--- src/hw/backup_pin_defs.vh ---
// Constants for the backup-domain pin selection block
`ifndef BACKUP_PIN_DEFS_VH
`define BACKUP_PIN_DEFS_VH

// Register byte offsets
`define REG_PIN_CTRL      12'h000
`define REG_OUT_CTRL      12'h004
`define REG_INPUT_CTRL    12'h008
`define REG_PIN_STATUS    12'h00C

// Pin control register fields
`define SHARED_FORCE_BIT  0
`define SHARED_VALUE_BIT  1
`define OSCIN_FORCE_BIT   2
`define OSCIN_VALUE_BIT   3
`define OSCOUT_FORCE_BIT  4
`define OSCOUT_VALUE_BIT  5
`define PIN_CTRL_RESET    6'h00

// Output control register fields
`define CALIB_EN_BIT      0
`define CALIB_SEL_BIT     1
`define ALARM_SEL_LO      2
`define ALARM_SEL_HI      3
`define ALARM_POL_BIT     4
`define LSE_ON_BIT        5
`define LSE_BYP_BIT       6
`define OUT_CTRL_RESET    7'h00

// Input control register fields
`define TAMPER_EN_BIT     0
`define STAMP_EN_BIT      1
`define INPUT_CTRL_RESET  2'h0

// Alarm output sources
`define ALSEL_OFF         2'h0
`define ALSEL_ALARM_A     2'h1
`define ALSEL_ALARM_B     2'h2
`define ALSEL_WAKEUP      2'h3

// Shared pin functions, shown in status
`define FN_ALARM          3'h0
`define FN_CALIB          3'h1
`define FN_INPUT          3'h2
`define FN_FORCED         3'h3
`define FN_GPIO           3'h4

// Calibration clock timing at a 32.768 kHz low-speed clock
`define LS_CLOCK_HZ       32768
`define CAL_FAST_HZ       512
`define CAL_SLOW_HZ       1
`define CAL_FAST_HALF     (`LS_CLOCK_HZ / (2 * `CAL_FAST_HZ))
`define CAL_SLOW_HALF     (`LS_CLOCK_HZ / (2 * `CAL_SLOW_HZ))

`endif

--- src/hw/backup_pin_control.v ---
// Pin function selection for the three backup-domain pins, with AXI4-Lite registers
//
// Overview of operation
// - Alarm enabled owns shared pin; value bit picks OD/PP
// - Shared pin priority: alarm, calib, inputs, forced, GPIO
// - Unclaimed shared pin with force: push-pull at value
// - Shared pin forced state held through Standby
// - Output, timestamp, tamper share one physical pin
// - Calib enable drives 512 Hz or 1 Hz
// - Two-bit select: alarm A, B or wakeup
// - Combined output carries calibration or alarm only
// - Unused oscillator pins forceable to push-pull outputs
// - Oscillator pin forced states held through Standby
`include "backup_pin_defs.vh"
`timescale 1ns/1ps
`default_nettype none

module backup_pin_control (
  input  wire        CLOCK_IN,          // 10 MHz system clock
  input  wire        SRST_IN,           // Synchronous reset, active high
  input  wire        LS_TICK_IN,        // Low-speed clock enable pulse, 32.768 kHz
  input  wire        ALARM_A_IN,        // Alarm A flag, same clock
  input  wire        ALARM_B_IN,        // Alarm B flag, same clock
  input  wire        WAKEUP_IN,         // Periodic wakeup flag, same clock
  input  wire        STANDBY_IN,        // Device in Standby, same clock
  input  wire        SHARED_PIN_IN,     // Shared pin level, asynchronous
  output reg         SHARED_PIN_OUT,    // Shared pin drive level
  output reg         SHARED_PIN_OE_OUT, // Shared pin output enable
  output reg         OSC_IN_PIN_OUT,    // Oscillator input pin drive level
  output reg         OSC_IN_PIN_OE_OUT, // Oscillator input pin output enable
  output reg         OSC_OUT_PIN_OUT,   // Oscillator output pin drive level
  output reg         OSC_OUT_PIN_OE_OUT,// Oscillator output pin output enable
  output reg         OSC_ACTIVE_OUT,    // Pins handed to the oscillator
  output reg         TIMESTAMP_OUT,     // Timestamp input level to clock unit
  output reg         TAMPER_ONE_OUT,    // Tamper one input level to clock unit
  input  wire [11:0] AWADDR,            // Write address
  input  wire        AWVALID,           // Write address valid
  output reg         AWREADY,           // Write address ready
  input  wire [31:0] WDATA,             // Write data
  input  wire [3:0]  WSTRB,             // Write byte strobes
  input  wire        WVALID,            // Write data valid
  output reg         WREADY,            // Write data ready
  output reg  [1:0]  BRESP,             // Write response
  output reg         BVALID,            // Write response valid
  input  wire        BREADY,            // Write response ready
  input  wire [11:0] ARADDR,            // Read address
  input  wire        ARVALID,           // Read address valid
  output reg         ARREADY,           // Read address ready
  output reg  [31:0] RDATA,             // Read data
  output reg  [1:0]  RRESP,             // Read response
  output reg         RVALID,            // Read data valid
  input  wire        RREADY             // Read data ready
);

  parameter CAL_FAST_HALF = `CAL_FAST_HALF;
  parameter CAL_SLOW_HALF = `CAL_SLOW_HALF;

  localparam [1:0] RESP_OKAY   = 2'h0;
  localparam [1:0] RESP_SLVERR = 2'h2;

  function valid_addr;
    input [11:0] a;
    begin
      valid_addr = (a == `REG_PIN_CTRL) || (a == `REG_OUT_CTRL) ||
                   (a == `REG_INPUT_CTRL) || (a == `REG_PIN_STATUS);
    end
  endfunction

  // Forced push-pull drive of a pin the oscillator does not hold: {enable, level}
  function [1:0] pin_drive;
    input owned;
    input force_out;
    input value;
    begin
      if (owned) begin
        pin_drive = 2'b00;
      end else begin
        pin_drive = {force_out, force_out & value};
      end
    end
  endfunction

  //////////////////////////////////////////////////////////////////////////////
  // Registers
  reg [5:0]  pin_ctrl_r;
  reg [6:0]  out_ctrl_r;
  reg [1:0]  input_ctrl_r;
  reg [11:0] wr_addr_r;
  reg        aw_held_r;
  reg [31:0] wr_data_r;
  reg [3:0]  wr_strb_r;
  reg        w_held_r;
  reg        pin_meta_r;
  reg        pin_sync_r;
  reg [14:0] cal_count_r;
  reg        cal_clock_r;
  reg [2:0]  shared_fn_r;

  wire shared_pin_force_out  = pin_ctrl_r[`SHARED_FORCE_BIT];
  wire shared_pin_value  = pin_ctrl_r[`SHARED_VALUE_BIT];
  wire osc_in_pin_force_out  = pin_ctrl_r[`OSCIN_FORCE_BIT];
  wire osc_in_pin_value      = pin_ctrl_r[`OSCIN_VALUE_BIT];
  wire osc_out_pin_force_out = pin_ctrl_r[`OSCOUT_FORCE_BIT];
  wire osc_out_pin_value     = pin_ctrl_r[`OSCOUT_VALUE_BIT];
  wire calib_out_enable      = out_ctrl_r[`CALIB_EN_BIT];
  wire calib_slow            = out_ctrl_r[`CALIB_SEL_BIT];
  wire [1:0] alarm_out_select = out_ctrl_r[`ALARM_SEL_HI:`ALARM_SEL_LO];
  wire alarm_polarity        = out_ctrl_r[`ALARM_POL_BIT];
  wire lowspeed_osc_on       = out_ctrl_r[`LSE_ON_BIT];
  wire lowspeed_osc_bypass   = out_ctrl_r[`LSE_BYP_BIT];
  wire tamper_enable         = input_ctrl_r[`TAMPER_EN_BIT];
  wire stamp_enable          = input_ctrl_r[`STAMP_EN_BIT];

  //////////////////////////////////////////////////////////////////////////////
  // AXI4-Lite write side: address and data taken in either order
  wire aw_have = aw_held_r | (AWVALID & AWREADY);
  wire w_have  = w_held_r | (WVALID & WREADY);
  wire [11:0] wa = aw_held_r ? wr_addr_r : AWADDR;
  wire [31:0] wd = w_held_r ? wr_data_r : WDATA;
  wire [3:0]  ws = w_held_r ? wr_strb_r : WSTRB;
  wire do_write = aw_have & w_have & ~BVALID;

  always @(posedge CLOCK_IN) begin
    if (SRST_IN) begin
      AWREADY      <= 1'b0;
      WREADY       <= 1'b0;
      BVALID       <= 1'b0;
      BRESP        <= RESP_OKAY;
      aw_held_r    <= 1'b0;
      w_held_r     <= 1'b0;
      wr_addr_r    <= 12'h000;
      wr_data_r    <= 32'h00000000;
      wr_strb_r    <= 4'h0;
      pin_ctrl_r   <= `PIN_CTRL_RESET;
      out_ctrl_r   <= `OUT_CTRL_RESET;
      input_ctrl_r <= `INPUT_CTRL_RESET;
    end else begin
      AWREADY <= ~aw_have & ~AWREADY & ~BVALID;
      WREADY  <= ~w_have & ~WREADY & ~BVALID;
      if (AWVALID & AWREADY) begin
        wr_addr_r <= AWADDR;
        aw_held_r <= 1'b1;
      end
      if (WVALID & WREADY) begin
        wr_data_r <= WDATA;
        wr_strb_r <= WSTRB;
        w_held_r  <= 1'b1;
      end
      if (do_write) begin
        aw_held_r <= 1'b0;
        w_held_r  <= 1'b0;
        AWREADY   <= 1'b0;
        WREADY    <= 1'b0;
        BVALID    <= 1'b1;
        BRESP     <= valid_addr(wa) ? RESP_OKAY : RESP_SLVERR;
        // Only byte 0 carries fields; other lanes are ignored
        if (ws[0]) begin
          case (wa)
            `REG_PIN_CTRL:   pin_ctrl_r   <= wd[5:0];
            `REG_OUT_CTRL:   out_ctrl_r   <= wd[6:0];
            `REG_INPUT_CTRL: input_ctrl_r <= wd[1:0];
            default: ;
          endcase
        end
      end else if (BVALID & BREADY) begin
        BVALID <= 1'b0;
      end
    end
  end

  //////////////////////////////////////////////////////////////////////////////
  // AXI4-Lite read side
  reg [31:0] rd_nxt;
  always @* begin
    case (ARADDR)
      `REG_PIN_CTRL:   rd_nxt = {26'h0, pin_ctrl_r};
      `REG_OUT_CTRL:   rd_nxt = {25'h0, out_ctrl_r};
      `REG_INPUT_CTRL: rd_nxt = {30'h0, input_ctrl_r};
      `REG_PIN_STATUS: rd_nxt = {24'h0, OSC_ACTIVE_OUT, pin_sync_r, SHARED_PIN_OE_OUT,
                                 SHARED_PIN_OUT, 1'b0, shared_fn_r};
      default:         rd_nxt = 32'h00000000;
    endcase
  end

  always @(posedge CLOCK_IN) begin
    if (SRST_IN) begin
      ARREADY <= 1'b0;
      RVALID  <= 1'b0;
      RDATA   <= 32'h00000000;
      RRESP   <= RESP_OKAY;
    end else begin
      ARREADY <= ~ARREADY & ~RVALID & ARVALID;
      if (ARVALID & ARREADY) begin
        RVALID <= 1'b1;
        RRESP  <= valid_addr(ARADDR) ? RESP_OKAY : RESP_SLVERR;
        RDATA  <= rd_nxt;
      end else if (RVALID & RREADY) begin
        RVALID <= 1'b0;
      end
    end
  end

  //////////////////////////////////////////////////////////////////////////////
  // Calibration clock divided from the low-speed tick
  wire [14:0] cal_half = calib_slow ? CAL_SLOW_HALF[14:0] : CAL_FAST_HALF[14:0];

  always @(posedge CLOCK_IN) begin
    if (SRST_IN) begin
      cal_count_r <= 15'h0000;
      cal_clock_r <= 1'b0;
    end else if (!calib_out_enable) begin
      cal_count_r <= 15'h0000;
      cal_clock_r <= 1'b0;
    end else if (LS_TICK_IN) begin
      if (cal_count_r >= cal_half - 15'h0001) begin
        cal_count_r <= 15'h0000;
        cal_clock_r <= ~cal_clock_r;
      end else begin
        cal_count_r <= cal_count_r + 15'h0001;
      end
    end
  end

  //////////////////////////////////////////////////////////////////////////////
  // Shared pin selection
  reg alarm_src;
  always @* begin
    case (alarm_out_select)
      `ALSEL_ALARM_A: alarm_src = ALARM_A_IN;
      `ALSEL_ALARM_B: alarm_src = ALARM_B_IN;
      `ALSEL_WAKEUP:  alarm_src = WAKEUP_IN;
      default:        alarm_src = 1'b0;
    endcase
  end

  wire alarm_enabled = (alarm_out_select != `ALSEL_OFF);
  wire alarm_level   = alarm_src ^ alarm_polarity;
  wire inputs_on     = tamper_enable | stamp_enable;
  wire osc_owns      = lowspeed_osc_on;

  reg [2:0] fn_nxt;
  reg       shared_out_nxt;
  reg       shared_oe_nxt;
  always @* begin
    fn_nxt         = `FN_GPIO;
    shared_out_nxt = 1'b0;
    shared_oe_nxt  = 1'b0;
    if (alarm_enabled) begin
      fn_nxt = `FN_ALARM;
      if (shared_pin_value) begin
        shared_out_nxt = alarm_level;
        shared_oe_nxt  = 1'b1;
      end else begin
        // Open drain: drive only the low level
        shared_out_nxt = 1'b0;
        shared_oe_nxt  = ~alarm_level;
      end
    end else if (calib_out_enable) begin
      fn_nxt         = `FN_CALIB;
      shared_out_nxt = cal_clock_r;
      shared_oe_nxt  = 1'b1;
    end else if (inputs_on) begin
      fn_nxt = `FN_INPUT;
    end else if (shared_pin_force_out) begin
      fn_nxt         = `FN_FORCED;
      shared_out_nxt = shared_pin_value;
      shared_oe_nxt  = 1'b1;
    end
  end

  //////////////////////////////////////////////////////////////////////////////
  // Oscillator pins and input routing, next values
  // In bypass the output pin is free for forcing
  wire osc_out_owned = osc_owns & ~lowspeed_osc_bypass;
  reg [1:0] osc_in_nxt;
  reg [1:0] osc_out_nxt;
  reg       stamp_nxt;
  reg       tamper_nxt;
  always @* begin
    osc_in_nxt  = pin_drive(osc_owns, osc_in_pin_force_out, osc_in_pin_value);
    osc_out_nxt = pin_drive(osc_out_owned, osc_out_pin_force_out, osc_out_pin_value);
    // Inputs read from the same pin, gated by their enables
    stamp_nxt   = (fn_nxt == `FN_INPUT) & stamp_enable & pin_sync_r;
    tamper_nxt  = (fn_nxt == `FN_INPUT) & tamper_enable & pin_sync_r;
  end

  //////////////////////////////////////////////////////////////////////////////
  // Pin outputs; control bits live in the write-side block, so Standby leaves them untouched
  always @(posedge CLOCK_IN) begin
    if (SRST_IN) begin
      pin_meta_r         <= 1'b0;
      pin_sync_r         <= 1'b0;
      shared_fn_r        <= `FN_GPIO;
      SHARED_PIN_OUT     <= 1'b0;
      SHARED_PIN_OE_OUT  <= 1'b0;
      OSC_IN_PIN_OUT     <= 1'b0;
      OSC_IN_PIN_OE_OUT  <= 1'b0;
      OSC_OUT_PIN_OUT    <= 1'b0;
      OSC_OUT_PIN_OE_OUT <= 1'b0;
      OSC_ACTIVE_OUT     <= 1'b0;
      TIMESTAMP_OUT      <= 1'b0;
      TAMPER_ONE_OUT     <= 1'b0;
    end else begin
      pin_meta_r  <= SHARED_PIN_IN;
      pin_sync_r  <= pin_meta_r;
      shared_fn_r <= fn_nxt;
      // Forced level frozen in Standby; a higher function still takes the pin at once
      if (STANDBY_IN && shared_fn_r == `FN_FORCED && fn_nxt == `FN_FORCED) begin
        SHARED_PIN_OUT    <= SHARED_PIN_OUT;
        SHARED_PIN_OE_OUT <= SHARED_PIN_OE_OUT;
      end else begin
        SHARED_PIN_OUT    <= shared_out_nxt;
        SHARED_PIN_OE_OUT <= shared_oe_nxt;
      end
      TIMESTAMP_OUT      <= stamp_nxt;
      TAMPER_ONE_OUT     <= tamper_nxt;
      OSC_ACTIVE_OUT     <= osc_owns;
      // Forced oscillator pins follow their own bits, which Standby leaves alone
      OSC_IN_PIN_OE_OUT  <= osc_in_nxt[1];
      OSC_IN_PIN_OUT     <= osc_in_nxt[0];
      OSC_OUT_PIN_OE_OUT <= osc_out_nxt[1];
      OSC_OUT_PIN_OUT    <= osc_out_nxt[0];
    end
  end

endmodule // backup_pin_control

`default_nettype wire

--- config.mk ---
export PLATFORM = sky130hd
export DESIGN_NAME = backup_pin_control
export DESIGN_NICKNAME = d
export VERILOG_FILES = /design/src/hw/backup_pin_control.v
export VERILOG_INCLUDE_DIRS = /design/src /design/src/hw
export SDC_FILE = /design/constraint.sdc
export NUM_CORES = 1
export LEC_CHECK = 0
export ABC_AREA = 1
export BUFFER_PORTS_ARGS = -buffer_cell sky130_fd_sc_hd__buf_2
export CAP_MARGIN = 20
export CELL_PAD_IN_SITES_DETAIL_PLACEMENT = 0
export CELL_PAD_IN_SITES_GLOBAL_PLACEMENT = 1
export CORE_MARGIN = 2
export CORE_UTILIZATION = 36
export DETAILED_ROUTE_END_ITERATION = 6
export PLACE_DENSITY_LB_ADDON = 0.1
export SLEW_MARGIN = 20
export SYNTH_ARGS = -nofsm -noshare
export SYNTH_HDL_FRONTEND = slang
export SYNTH_SLANG_ARGS = --single-unit
--- constraint.sdc ---
create_clock -name CLOCK_IN -period 2.3 [get_ports CLOCK_IN]
set_input_delay 0.115 -clock CLOCK_IN [delete_from_list [all_inputs] [get_ports CLOCK_IN]]
set_output_delay 0.115 -clock CLOCK_IN [all_outputs]
set_load 0.01 [all_outputs]
==> metrics list <==
* Synth Register Bits: 82
- Initial drt markers: 127
- Core utilization of the finished layout: 42.7%
- Synthesis produced a netlist whose cell count is 594.
* Clock slew at the register clock pins of the worst setup and hold paths: 0.06 ns
- Setup violations remaining at the end of the flow were counted as 0.
- In this run the core area contains 39 standard-cell rows.
- Post-DP HPWL: 7120 µm
* Routed length per placed instance: 11.7 µm
- Fill cells in the final layout number 1236.
- Number of placed instances, taps included: 797
- In this run the worst hold path is classified as input port to register.
* Async SR Flop Fraction: 0%
* Most used cell along the critical path: sky130_fd_sc_hd__nand2_1
- Final clock skew: 0.00691 ns
* Share of the yosys chip area belonging to registers: 39.4%
- The setup path with the least slack is of type register to register.
* Area delta synth->final: 16.5%
- After routing, the total negative slack on setup checks comes to 0 ns.
- Detailed Routing Iterations Pass 1: 4
- In this run, distinct cell masters in the synthesized netlist total 38.
- Buffers placed on the I/O ports in this run total 68.
- Total global-route track usage: 15.8%
- Counting instances in the post-synthesis netlist gives the leading cell types as sky130_fd_sc_hd__nand2_1, sky130_fd_sc_hd__nor2_1, sky130_fd_sc_hd__dfxtp_1.
* Worst-path cell chain: inv_1 > ha_1 > nand2_1 > inv_1 > nand2_1 > nand2_1 > a21oi_1 > nand2_1 > nand2_1 > nand2_1 > buf_4 > nor2_1
- The net count of the finished layout is 749.
* Area of the die: 0.0125 mm²
- Setup repair after global routing missed its margin: no
* Number of antenna violations at the first check in global routing: 0
- Clock buffer count from CTS: 9
- The hold violation count in the final report came to 0.
- TritonCTS built the clock tree.
- At the worst endpoint, the required time is 2.58 ns.
- At the end of routability-driven placement, the weighted congestion stood at 0.787.
- Post-synth top flop: sky130_fd_sc_hd__dfxtp_1
* Max-cap violations: 0
- After detailed routing, the number of remaining DRC violations is 0.
- Most instantiated library cell after synthesis: sky130_fd_sc_hd__nand2_1
- Met3 layer wire length in the routed design: 473 µm
- Relative slew slack: 66.0%
- Measured slew at the worst slew-check pin: 0.508 ns
- For this design the ratio of total power to cell area is 652 mW/mm².
- Boundary Pins: 123
- Time the worst path needs with I/O delays and setup: 1.82 ns
- For this design the static power due to leakage is 2.22 nW.
- Via count of the first global-routing pass: 3371
- Part of the cycle the worst path needs: 79.0%
* DR vias/cell: 4.57
- Worst-Skew Late Latency: 0.34 ns
- Area of the mapped netlist: 0.00417 mm²
- The final number of max-transition violations is 0.
- The worst setup path is captured at a register.
- Pin count of the biggest net entering global routing: 32
- The slowest stage of the critical path belongs to the cell sky130_fd_sc_hd__dfxtp_1.
- Timing would allow up to 550 MHz.
- The Yosys step of the flow raised 0 warnings.
* Library cell with the largest summed area after synthesis: sky130_fd_sc_hd__dfxtp_1
* Overall routed net length: 9500 µm
* Count of H-tree levels built during CTS: 3
- Design area: 0.00486 mm²
- In this run, post-CTS repair resized a total of 0 instances.
- The core region is 0.0114 mm².
- Number of enable flip-flop cells after synthesis: 0
- Mean post-synth cell area: 7.02 µm²
- Total number of vias: 3721
- Final non-filler cell total: 814
- The top cell type by area accounts for 39.4% of the synthesized area.
* Horizontal extent of the die: 112 µm
- Maximum root-to-sink buffer count: 2
- First-pass GRT wire length: 15800 µm
* Floorplan die height: 112 µm
- Worst voltage drop across the vdd grid: 0.380 mV
* Met2 wire length: 4090 µm
* Diodes inserted: 0
* Clk sink count: 82
* Result of the run: finished clean
- Final ANT Viol Nets: 0
* Starting density of the core: 36.7%
- Dominant cells by area after synthesis: sky130_fd_sc_hd__dfxtp_1, sky130_fd_sc_hd__nand2_1, sky130_fd_sc_hd__nor2_1
- Worst stage delay on the critical path: 0.31 ns
- Along the worst path, the maximum fanout reaches 10.
* Total cell area at the placement stage: 0.00458 mm²
* Launching element type of the critical path: register
- Cell at the root of the clock tree: sky130_fd_sc_hd__clkbuf_16
- In this run the top signal layer used is met4.
- Summed over all layers, the global routing overflow is 0.
* Arrival time reported for the critical path endpoint: 2.09 ns
- After detailed routing, the wire length on met1 is 4850 µm.
* Fraction of layout instances using a drive strength above 1: 15.8%
path summary, 6_finish.rpt:
path / start / to / slack [ns] / cells after the start
worst max-delay path: out_ctrl_r[1]$_SDFFE_PP0P_ / cal_count_r[8]$_SDFFE_PP0P_ / 0.48 / 12
worst min-delay path: ARVALID / ARREADY$_SDFF_PP0_ / 0.01 / 3
worst max register to register: out_ctrl_r[1]$_SDFFE_PP0P_ / cal_count_r[8]$_SDFFE_PP0P_ / 0.48 / 12
worst min register to register: pin_meta_r$_SDFF_PP0_ / pin_sync_r$_SDFF_PP0_ / 0.42 / 2
where the power goes:
part / leakage [nW] / switching (mW) / internal (mW)
Combinational: 1.42 / 0.220 / 0.122
Clock: 0.133 / 0.561 / 0.756
Sequential: 0.665 / 0.0328 / 1.48
cells in the final DEF, fill, tap and decap left out, types with 2 or more instances in the layout:
cell	Yosys	layout
sky130_fd_sc_hd__nand3b_1	2	2
sky130_fd_sc_hd__ha_1	10	10
sky130_fd_sc_hd__buf_2	3	68
sky130_fd_sc_hd__nand2_1	120	120
sky130_fd_sc_hd__xor2_1	7	7
sky130_fd_sc_hd__mux2i_1	7	7
sky130_fd_sc_hd__nor4_1	5	5
sky130_fd_sc_hd__nand2_2	2	2
sky130_fd_sc_hd__a21oi_1	22	22
sky130_fd_sc_hd__nor2_1	113	113
sky130_fd_sc_hd__o21ai_1	4	4
sky130_fd_sc_hd__clkbuf_1	8	3
sky130_fd_sc_hd__clkinv_2	0	3
sky130_fd_sc_hd__nand3_1	38	38
sky130_fd_sc_hd__nand3_4	2	2
sky130_fd_sc_hd__dfxtp_1	82	82
sky130_fd_sc_hd__inv_1	61	61
sky130_fd_sc_hd__conb_1	1	26
sky130_fd_sc_hd__nor2_2	2	2
sky130_fd_sc_hd__inv_2	4	4
sky130_fd_sc_hd__xnor2_1	4	4
sky130_fd_sc_hd__clkbuf_16	0	9
sky130_fd_sc_hd__buf_4	28	7
sky130_fd_sc_hd__o21ai_0	27	27
sky130_fd_sc_hd__nand4_1	20	20
sky130_fd_sc_hd__nor3_1	8	8
layout make-up:
cell class | instances | area (µm²) | area share (%)
multi-input combinational | 431 | 2110 | 43.3
clock buffer | 13 | 250 | 5.15
sequential | 82 | 1640 | 33.8
clock inverter | 3 | 15.0 | 0.309
inverter | 65 | 244 | 5.02
timing repair buffer | 77 | 423 | 8.70
tap | 143 | 179 | 3.68
state kept, by name, indices dropped and copies added, names as in the netlist, 2 cells and up:
name and count:
RDATA 8, cal_count_r 15, input_ctrl_r 2, out_ctrl_r 7, pin_ctrl_r 6, shared_fn_r 3, wr_addr_r 12, wr_data_r 7
cells by family after synthesis:
group,synth area share (%)
adder cells (fa/ha/maj),3.00
multiplexers,1.68
flip-flops,39.4
other,0.0899
AND/OR/NAND/NOR,33.6
buffers and inverters,12.4
AO/OA/AOI/OAI,7.53
XOR/XNOR,2.31
per-layer routing:
layer / track usage (%) / up-vias
li1: - / 1990
met1: 21.4 / 1641
met2: 24.0 / 83
met3: 4.52 / 7
met4: 5.43 / 0
met5: 0 / -
repair_timing:
action,CTS,global route
hold buffers,1,0
setup endpoints to repair,0,0
hold endpoints to repair,1,0
buffers inserted,0,0
critical path: cells and delay by family (launching register included):
kind	cells	cell delay (ns)
buf+inv	3	0.47
compound gates	1	0.16
fa+ha+maj	1	0.31
simple gates	7	0.50
flops	1	0.31
through the flow:
step                setup slack (ns)  power (mW)  hold WS (ns)
floorplan                      0.596        1.80         0.222
global placement               0.482        1.88         0.314
detailed placement             0.472        1.88         0.324
CTS                            0.453        3.22       0.00208
global route                   0.249        3.33        0.0196
finish                         0.483        3.17        0.0137
Note: power is estimated with default switching activity, not from simulation.
